File: src/ptrd_consts.svh
// Constants for the clock-control register block: register indices,
// field positions, write masks and reset values.
// Assumes inclusion by its bare name from every design file that needs it.
`ifndef PTRD_CONSTS_SVH
`define PTRD_CONSTS_SVH

// ----------------------------------------
// Register indices on the plain port
// ----------------------------------------
`define PTRD_IDX_DIVISOR 3'h0
`define PTRD_IDX_OSCSEL 3'h1
`define PTRD_IDX_PLLMUL 3'h2
`define PTRD_IDX_TRIM 3'h3
`define PTRD_IDX_REFO 3'h4

// ----------------------------------------
// Write masks and reset values
// ----------------------------------------
`define PTRD_DIVISOR_MASK 16'hFFDF
`define PTRD_DIVISOR_RST 16'h0100
`define PTRD_OSCSEL_RST 3'h0
`define PTRD_PLLMUL_RST 9'h030
`define PTRD_TRIM_RST 6'h00
`define PTRD_REFO_MASK 16'hBF00
`define PTRD_REFO_RST 16'h0000
`define PTRD_ZERO16 16'h0000

// ----------------------------------------
// Field positions
// ----------------------------------------
`define PTRD_WAKE_BIT 15
`define PTRD_DOZE_HI 14
`define PTRD_DOZE_LO 12
`define PTRD_SLOW_EN_BIT 11
`define PTRD_OSCSEL_HI 10
`define PTRD_OSCSEL_LO 8
`define PTRD_DIVISOR_RSV_BIT 5
`define PTRD_PLL_HI 8
`define PTRD_PLL_LO 0
`define PTRD_TRIM_HI 5
`define PTRD_TRIM_LO 0
`define PTRD_REF_ON_BIT 15
`define PTRD_REF_SLP_BIT 13
`define PTRD_REF_SEL_BIT 12
`define PTRD_REF_DIV_HI 11
`define PTRD_REF_DIV_LO 8

// ----------------------------------------
// Field values
// ----------------------------------------
`define PTRD_DOZE_OFF 3'h0
`define PTRD_PLL_OFFSET 10'h002
`define PTRD_DIV_BYPASS 4'h0
`define PTRD_DIV_ONE 4'h1
`define PTRD_CNT_ONE 15'h0001
`define PTRD_CNT_ZERO 15'h0000

`endif

File: src/ptrd_pkg.sv
// Types shared by the clock-control register block.
// Assumes nothing of its surroundings.
package ptrd_pkg;
	typedef logic [2:0] ptrd_addr_type;
	typedef logic [15:0] ptrd_data_type;
	typedef logic [14:0] ptrd_count_type;
endpackage : ptrd_pkg

File: src/ptrd_sync2.sv
// Two-stage synchroniser for a level arriving from outside the mclk domain.
// Assumes a single clock and a synchronous active-low reset.
`include "ptrd_consts.svh"
module ptrd_sync2
	import ptrd_pkg::*;
(
	input wire logic mclk,
	input wire logic nrst,
	input wire logic ce,
	input wire logic d,
	output logic q
);
	logic meta_reg;

	// First stage feeds only the second stage
	always_ff @(posedge mclk) begin
		if (!nrst) begin
			meta_reg <= 1'b0;
			q <= 1'b0;
		end else if (ce) begin
			meta_reg <= d;
			q <= meta_reg;
		end
	end
endmodule : ptrd_sync2

File: src/ptrd_ref_div.sv
// Reference clock divider: power-of-two division of the chosen source.
// Assumes the crystal input has already been synchronised to mclk.
`include "ptrd_consts.svh"
module ptrd_ref_div
	import ptrd_pkg::*;
(
	input wire logic mclk,
	input wire logic nrst,
	input wire logic ce,
	input wire logic run,
	input wire logic src_sel,
	input wire logic [3:0] div_sel,
	input wire logic xtal_sync,
	output logic ref_q
);
	logic xtal_d_reg;
	ptrd_count_type cnt_reg;
	ptrd_count_type half_count;
	logic tick;

	always_ff @(posedge mclk) begin
		if (!nrst) begin
			xtal_d_reg <= 1'b0;
		end else if (ce) begin
			xtal_d_reg <= xtal_sync;
		end
	end

	// Undivided crystal toggles on both edges, so it follows the source.
	// Undivided system clock can only reach mclk/2 from a flip-flop.
	always_comb begin
		if (div_sel == `PTRD_DIV_BYPASS) begin
			tick = src_sel ? (xtal_sync ^ xtal_d_reg) : 1'b1;
			half_count = `PTRD_CNT_ZERO;
		end else begin
			tick = src_sel ? (xtal_sync & ~xtal_d_reg) : 1'b1;
			half_count = (`PTRD_CNT_ONE << (div_sel - `PTRD_DIV_ONE)) - `PTRD_CNT_ONE;
		end
	end

	always_ff @(posedge mclk) begin
		if (!nrst || (ce && !run)) begin
			cnt_reg <= `PTRD_CNT_ZERO;
			ref_q <= 1'b0;
		end else if (ce && tick) begin
			if (cnt_reg >= half_count) begin
				cnt_reg <= `PTRD_CNT_ZERO;
				ref_q <= ~ref_q;
			end else begin
				cnt_reg <= cnt_reg + `PTRD_CNT_ONE;
			end
		end
	end
endmodule : ptrd_ref_div

File: src/ptrd_clock_ctrl.sv
// Clock-control registers: CPU slowdown guards, PLL multiplier, fast RC trim
// and the reference clock output generator.
// Assumes mclk at 10 MHz, nrst as power-on reset, sys_rst_n as any other
// reset, and a register master on the same clock that never waits.
//
// Overview of operation
// - Slowdown ratio writes ignored while slowdown enable is set.
// - Setting slowdown enable ignored when ratio field is zero.
// - Interrupt with wake bit set clears slowdown enable.
// - Clock divisor register resets only on power-on reset.
// - PLL feedback and trim registers reset only on power-on reset.
// - PLL multiplier equals nine-bit field plus two.
// - PLL field resets to pattern giving multiplier fifty.
// - Six-bit trim drives fast RC oscillator, zero is centre.
// - Trim is two's complement, 011111 highest, 100000 lowest.
// - Reference clock pin driven only while output enable set.
// - Reference output stops in sleep unless run-in-sleep set.
// - Source select: one picks crystal, zero picks system clock.
// - Reference divider divides by two to the field value; field zero on the system clock gives mclk/2.
// - New oscillator selection accepted only while not locked.
// - Slowdown ratio is two to the field, 1:1 by default.
//
// Decided for this implementation: the placing of the registers and the plain strobed port.
`include "ptrd_consts.svh"
module ptrd_clock_ctrl
	import ptrd_pkg::*;
(
	input wire logic mclk,
	input wire logic nrst,
	input wire logic ce,
	input wire logic sys_rst_n,
	input wire ptrd_addr_type reg_addr,
	input wire ptrd_data_type reg_wdata,
	input wire logic reg_wr,
	input wire logic reg_rd,
	output ptrd_data_type reg_rdata,
	input wire logic irq_event,
	input wire logic sleep_mode,
	input wire logic clk_config_locked,
	input wire logic xtal_clk_pin,
	output logic [2:0] doze_ratio_sel,
	output logic [9:0] pll_multiplier,
	output logic [5:0] rc_trim_code,
	output logic [2:0] new_oscillator_select,
	output logic output_pin_a,
	output logic output_pin_a_oe
);
	// ----------------------------------------
	// Register state
	// ----------------------------------------
	ptrd_data_type clock_divisor_register_reg;
	ptrd_data_type clock_divisor_register_next;
	logic [2:0] oscsel_reg;
	logic [8:0] pll_feedback_register_reg;
	logic [5:0] rc_trim_register_reg;
	ptrd_data_type output_pin_a_control_register_reg;
	logic wr_divisor;
	logic wr_oscsel;
	logic wr_pll;
	logic wr_trim;
	logic wr_refo;
	logic cpu_slowdown_enable;
	logic wake_full_speed_on_irq;
	logic [2:0] slowdown_ratio;
	logic output_pin_a_output_enable;
	logic output_pin_a_run_in_sleep;
	logic output_pin_a_source_select;
	logic [3:0] output_pin_a_divider_field;
	logic output_pin_a_run;
	logic xtal_sync;
	logic ref_q;
	ptrd_data_type read_mux;

	assign wr_divisor = ce && reg_wr && (reg_addr == `PTRD_IDX_DIVISOR);
	assign wr_oscsel = ce && reg_wr && (reg_addr == `PTRD_IDX_OSCSEL);
	assign wr_pll = ce && reg_wr && (reg_addr == `PTRD_IDX_PLLMUL);
	assign wr_trim = ce && reg_wr && (reg_addr == `PTRD_IDX_TRIM);
	assign wr_refo = ce && reg_wr && (reg_addr == `PTRD_IDX_REFO);

	assign cpu_slowdown_enable = clock_divisor_register_reg[`PTRD_SLOW_EN_BIT];
	assign wake_full_speed_on_irq = clock_divisor_register_reg[`PTRD_WAKE_BIT];
	assign slowdown_ratio = clock_divisor_register_reg[`PTRD_DOZE_HI:`PTRD_DOZE_LO];
	assign output_pin_a_output_enable = output_pin_a_control_register_reg[`PTRD_REF_ON_BIT];
	assign output_pin_a_run_in_sleep = output_pin_a_control_register_reg[`PTRD_REF_SLP_BIT];
	assign output_pin_a_source_select = output_pin_a_control_register_reg[`PTRD_REF_SEL_BIT];
	assign output_pin_a_divider_field =
		output_pin_a_control_register_reg[`PTRD_REF_DIV_HI:`PTRD_REF_DIV_LO];

	// ----------------------------------------
	// Clock divisor register
	// ----------------------------------------
	always_comb begin
		clock_divisor_register_next = clock_divisor_register_reg;
		if (wr_divisor) begin
			clock_divisor_register_next = reg_wdata & `PTRD_DIVISOR_MASK;
			if (cpu_slowdown_enable) begin
				clock_divisor_register_next[`PTRD_DOZE_HI:`PTRD_DOZE_LO] = slowdown_ratio;
			end
			if (clock_divisor_register_next[`PTRD_DOZE_HI:`PTRD_DOZE_LO] == `PTRD_DOZE_OFF) begin
				clock_divisor_register_next[`PTRD_SLOW_EN_BIT] = 1'b0;
			end
		end
		// Interrupt wakes full speed; beats a software set in the same cycle
		if (irq_event && wake_full_speed_on_irq) begin
			clock_divisor_register_next[`PTRD_SLOW_EN_BIT] = 1'b0;
		end
	end

	always_ff @(posedge mclk) begin
		if (!nrst) begin
			clock_divisor_register_reg <= `PTRD_DIVISOR_RST;
		end else if (ce) begin
			clock_divisor_register_reg <= clock_divisor_register_next;
		end
	end

	// ----------------------------------------
	// New oscillator selection
	// ----------------------------------------
	always_ff @(posedge mclk) begin
		if (!nrst) begin
			oscsel_reg <= `PTRD_OSCSEL_RST;
		end else if (wr_oscsel && !clk_config_locked) begin
			oscsel_reg <= reg_wdata[`PTRD_OSCSEL_HI:`PTRD_OSCSEL_LO];
		end
	end

	// ----------------------------------------
	// PLL feedback and fast RC trim
	// ----------------------------------------
	// Kept across other resets
	always_ff @(posedge mclk) begin
		if (!nrst) begin
			pll_feedback_register_reg <= `PTRD_PLLMUL_RST;
		end else if (wr_pll) begin
			pll_feedback_register_reg <= reg_wdata[`PTRD_PLL_HI:`PTRD_PLL_LO];
		end
	end

	always_ff @(posedge mclk) begin
		if (!nrst) begin
			rc_trim_register_reg <= `PTRD_TRIM_RST;
		end else if (wr_trim) begin
			rc_trim_register_reg <= reg_wdata[`PTRD_TRIM_HI:`PTRD_TRIM_LO];
		end
	end

	// ----------------------------------------
	// Reference clock control
	// ----------------------------------------
	// Cleared by every reset source, unlike the registers above.
	// The divider follows a field change at once; software is expected
	// to stop the output first, so no glitch guard is built here.
	always_ff @(posedge mclk) begin
		if (!nrst || !sys_rst_n) begin
			output_pin_a_control_register_reg <= `PTRD_REFO_RST;
		end else if (wr_refo) begin
			output_pin_a_control_register_reg <= reg_wdata & `PTRD_REFO_MASK;
		end
	end

	assign output_pin_a_run = output_pin_a_output_enable && (!sleep_mode || output_pin_a_run_in_sleep);

	ptrd_sync2 u_xtal_sync (
		.mclk(mclk),
		.nrst(nrst),
		.ce(ce),
		.d(xtal_clk_pin),
		.q(xtal_sync)
	);

	ptrd_ref_div u_ref_div (
		.mclk(mclk),
		.nrst(nrst),
		.ce(ce),
		.run(output_pin_a_run),
		.src_sel(output_pin_a_source_select),
		.div_sel(output_pin_a_divider_field),
		.xtal_sync(xtal_sync),
		.ref_q(ref_q)
	);

	assign output_pin_a = ref_q;

	always_ff @(posedge mclk) begin
		if (!nrst) begin
			output_pin_a_oe <= 1'b0;
		end else if (ce) begin
			output_pin_a_oe <= output_pin_a_run;
		end
	end

	// ----------------------------------------
	// Control outputs
	// ----------------------------------------
	always_ff @(posedge mclk) begin
		if (!nrst) begin
			doze_ratio_sel <= `PTRD_DOZE_OFF;
			pll_multiplier <= `PTRD_PLL_OFFSET;
			rc_trim_code <= `PTRD_TRIM_RST;
			new_oscillator_select <= `PTRD_OSCSEL_RST;
		end else if (ce) begin
			doze_ratio_sel <= cpu_slowdown_enable ? slowdown_ratio : `PTRD_DOZE_OFF;
			pll_multiplier <= {1'b0, pll_feedback_register_reg} + `PTRD_PLL_OFFSET;
			rc_trim_code <= rc_trim_register_reg;
			new_oscillator_select <= oscsel_reg;
		end
	end

	// ----------------------------------------
	// Register read port
	// ----------------------------------------
	always_comb begin
		read_mux = `PTRD_ZERO16;
		case (reg_addr)
			`PTRD_IDX_DIVISOR: read_mux = clock_divisor_register_reg;
			`PTRD_IDX_OSCSEL: read_mux[`PTRD_OSCSEL_HI:`PTRD_OSCSEL_LO] = oscsel_reg;
			`PTRD_IDX_PLLMUL: read_mux[`PTRD_PLL_HI:`PTRD_PLL_LO] = pll_feedback_register_reg;
			`PTRD_IDX_TRIM: read_mux[`PTRD_TRIM_HI:`PTRD_TRIM_LO] = rc_trim_register_reg;
			`PTRD_IDX_REFO: read_mux = output_pin_a_control_register_reg;
			default: read_mux = `PTRD_ZERO16;
		endcase
	end

	// Data stand only in the cycle after the strobe, zero otherwise
	always_ff @(posedge mclk) begin
		if (!nrst) begin
			reg_rdata <= `PTRD_ZERO16;
		end else if (ce) begin
			reg_rdata <= reg_rd ? read_mux : `PTRD_ZERO16;
		end
	end
endmodule : ptrd_clock_ctrl

File: config.mk
export PLATFORM = sky130hd
export DESIGN_NAME = ptrd_clock_ctrl
export DESIGN_NICKNAME = d
export VERILOG_FILES = /design/src/ptrd_pkg.sv /design/src/ptrd_sync2.sv /design/src/ptrd_ref_div.sv /design/src/ptrd_clock_ctrl.sv
export VERILOG_INCLUDE_DIRS = /design/src
export SDC_FILE = /design/constraint.sdc
export NUM_CORES = 1
export LEC_CHECK = 0
export BUFFER_PORTS_ARGS = -buffer_cell sky130_fd_sc_hd__buf_2
export CELL_PAD_IN_SITES_DETAIL_PLACEMENT = 1
export CELL_PAD_IN_SITES_GLOBAL_PLACEMENT = 2
export CORE_ASPECT_RATIO = 0.8
export CORE_UTILIZATION = 37
export CTS_CLUSTER_SIZE = 40
export DETAILED_ROUTE_END_ITERATION = 16
export HOLD_SLACK_MARGIN = 0.02
export PLACE_DENSITY_LB_ADDON = 0.1
export SYNTH_ARGS = -nofsm -noshare
export SYNTH_HDL_FRONTEND = slang
export SYNTH_SLANG_ARGS = --single-unit
File: constraint.sdc
create_clock -name mclk -period 8.1 [get_ports mclk]
set_clock_uncertainty 0.1 [all_clocks]
set_input_delay 0.405 -clock mclk [delete_from_list [all_inputs] [get_ports mclk]]
set_output_delay 0.405 -clock mclk [all_outputs]
set_load 0.05 [all_outputs]
==> flow_metrics.env <==
export IMPL_area_growth_pct=14.9
export IMPL_hold_violations=0
export IMPL_fin_setup_tns_ns=0
export IMPL_pwr_share_clk_pct=41.5
export IMPL_synthTopCellsByCount="dfxtp_1 (98), nor2_1 (87), nand2_1 (70)"
export IMPL_stdcell_count=788
export IMPL_cts_sinks=98
export IMPL_power_density_nw_per_um2=178
export IMPL_dp_hpwl_um=10200
export IMPL_cts_buffers_inserted=9
export IMPL_worstSetupEndpointType="flop"
export IMPL_core_rowCount=36
export IMPL_synth_net_count=615
export IMPL_synthesis_area_um2=4800
export IMPL_core_area_um2=12400
export IMPL_power_frac_seq_pct=50.3
export IMPL_overflow=0
export IMPL_antenna_cells=0
export IMPL_path_cells="nand2b_1 > or3_1 > ha_1 > nand2b_1 > a21oi_1 > a21oi_1 > o22a_1 > ha_1 > a211oi_1 > nor2_1 > a2111oi_0 > o311ai_4 > a21oi_1"
export IMPL_fp_dieArea_um2=13400
export IMPL_drtPass1Iterations=5
export IMPL_finalCritPeriodShare_pct=53.8
export IMPL_clkLatencyLatePin_ns=0.35
export IMPL_grt_start_max_net_pins=52
export IMPL_arrival_ns=4.53
export IMPL_drive_gt1_share_pct=16.9
export IMPL_max_stage_delay_ns=0.70
export IMPL_ys_ff_latch=98
export IMPL_worstMarginPinSlew_ns=1.05
export IMPL_fmax_mhz=230
export IMPL_wire_per_inst_um=17.9
export IMPL_final_nets=660
export IMPL_cts_tree="done"
export IMPL_power_internal_mw=0.722
export IMPL_comb_power_share_pct=8.2
export IMPL_slew_headroom_pct=29.7
export IMPL_cp_depth=13
export IMPL_start_util_pct=38.6
export IMPL_path_class="reg -> reg"
export IMPL_synthesis_instances=567
export IMPL_ys_types=50
export IMPL_cts_reportedPaths_clkPinSlew_ns=0.07
export IMPL_hold_class="in -> reg"
export IMPL_wl_um=14100
export IMPL_first_global_vias=4205
export IMPL_clock_path_buffers=2
export IMPL_drv_slew=0
export IMPL_setup_viol=0
export IMPL_async_flop_share_pct=0
export IMPL_cp_slowest_cell="a2111oi_0"
export IMPL_cp_required_ns=8.28
export IMPL_grt_pass1_wl_um=23000
export IMPL_maxCapViolCount=0
export IMPL_synth_most_common_cell="dfxtp_1"
export IMPL_ys_flop_type="dfxtp_1"
export IMPL_drt_iter0_markers=250
export IMPL_rsz0062_at_grt="false"
export IMPL_die_width_um=129
export IMPL_place_ws_ns=3.79
export IMPL_crit_family="compound AO/OA/AOI/OAI gates"
export IMPL_synth_edf_count=0
export IMPL_antenna_left=0
export IMPL_port_buffers=68
export IMPL_synth_top_cells_by_area="dfxtp_1 (41%), mux2i_1 (8.1%), nor2_1 (6.8%)"
export IMPL_yosysSeqAreaShare_pct=40.8
export IMPL_largest_reg_flops=16
export IMPL_track_usage_pct=22.3
export IMPL_r2r_cells=13
export IMPL_place_congestion=0.770
export IMPL_path_common_cell="a21oi_1"
export IMPL_setup_ws_ns=3.74
export IMPL_synth_area_per_cell_um2=8.47
export IMPL_regToRegSetupSlack_ns=3.74
export IMPL_p_leak_nw=2.18
export IMPL_p_switching_mw=0.258
export IMPL_vias_per_cell=5.35
export IMPL_post_cts_buffers=0
export IMPL_cts_root_buf="clkbuf_16"
export IMPL_drc=0
export IMPL_ir_drop_mv=0.139
export IMPL_htreeDepth=3
export IMPL_placed_cells=772
export IMPL_cts_resized=0
export IMPL_yosysWarnings=0
export IMPL_die_h_um=104
export IMPL_vias=4219
export IMPL_holdBufCountCts=0
export IMPL_status="finished, final reports clean"
export IMPL_switching_share_pct=26.3
export IMPL_antenna_found_initial=0
export IMPL_top_level_ports=69
export IMPL_path_max_fanout=18
export IMPL_hold_depth=3
export IMPL_post_route_min_period_ns=4.36
export IMPL_path_buf_inv=0
export IMPL_crit_path_start_kind="flop"
export IMPL_synth_top_area_share_pct=40.8
export IMPL_netlist_top_cell_by_area="dfxtp_1"
## layout by cell type (no fill, tap or decap), drive strengths merged, types with 5 or more instances in the layout
| master | Yosys | layout |
|---|---|---|
| nand2 | 71 | 71 |
| nand3 | 20 | 20 |
| and2 | 6 | 6 |
| nor3 | 8 | 8 |
| xor2 | 16 | 16 |
| a21oi | 44 | 44 |
| ha | 19 | 19 |
| nand2b | 7 | 7 |
| nor2 | 87 | 87 |
| buf | 7 | 72 |
| nor2b | 5 | 5 |
| a22oi | 9 | 9 |
| nand4 | 17 | 17 |
| mux2i | 39 | 39 |
| clkbuf | 31 | 9 |
| mux2 | 7 | 7 |
| o21ai | 8 | 8 |
| inv | 5 | 7 |
| a211oi | 10 | 10 |
| dfxtp | 98 | 98 |
## worst min-delay path, stage by stage
cell and delay (ns):
buf_2 0.07, mux2i_1 0.05, nor2_1 0.07
## kinds of logic (layout without fill, tap and decap cells)
kind of cell | count (synthesis) | count (layout) | synth area share, %
AO/OA/AOI/OAI | 97 | 97 | 13.7
XOR/XNOR | 20 | 20 | 3.65
adder cells (fa/ha/maj) | 19 | 19 | 4.95
buffers and inverters | 43 | 93 | 3.75
flip-flops | 98 | 98 | 40.8
multiplexers | 46 | 46 | 9.77
AND/OR/NAND/NOR | 244 | 244 | 23.3
## path summary, 6_finish.rpt
path                                                                   startpoint                                         end
worst max-delay path            output_pin_a_control_register_reg[9]$_SDFFE_PP0P_           u_ref_div.cnt_reg[1]$_SDFFE_PP0P_
worst min-delay path                                                 xtal_clk_pin           u_xtal_sync.meta_reg$_SDFFE_PN0P_
worst min register to register         clock_divisor_register_reg[6]$_SDFFE_PN0P_  clock_divisor_register_reg[6]$_SDFFE_PN0P_
worst max register to register  output_pin_a_control_register_reg[9]$_SDFFE_PP0P_           u_ref_div.cnt_reg[1]$_SDFFE_PP0P_
## area by class of cell
type                       instances  area, um2
clock buffer                       9        225
clock inverter                     7       51.3
timing repair buffer              72        370
inverter                           5       18.8
tap                              171        214
sequential                        98       1960
multi-input combinational        426       2680
fill                            1498       6910
## layer usage
layer  track usage [%]  share of wire, %  vias to the layer above
li1                  -                 -                     2083
met1              34.0                54                     2034
met2              31.0                40                       89
met3              5.04               4.7                       13
met4              5.55               1.2                        0
met5                 0                 0                        -
## through the flow
step                      util, %  power (mW)  hold slack [ns]  cell area [um2]
after CTS                    44.4       0.995            0.177             5520
after global routing         44.4        1.02            0.190             5520
after detailed placement     42.2       0.585            0.348             5240
final                        44.4       0.981            0.191             5520
after global placement       42.2       0.584            0.344             5240
after floorplan                 -       0.557            0.336             4800
## power by group through the flow
stage / combinational, mW / sequential (mW) / clock (mW)
global placement: 0.0795 / 0.504 / 0
detailed placement: 0.0809 / 0.504 / 0
global route: 0.0875 / 0.494 / 0.438
finish: 0.0809 / 0.493 / 0.407
CTS: 0.0811 / 0.493 / 0.421
floorplan: 0.0429 / 0.514 / 0
(Power assumes the default switching activity.)
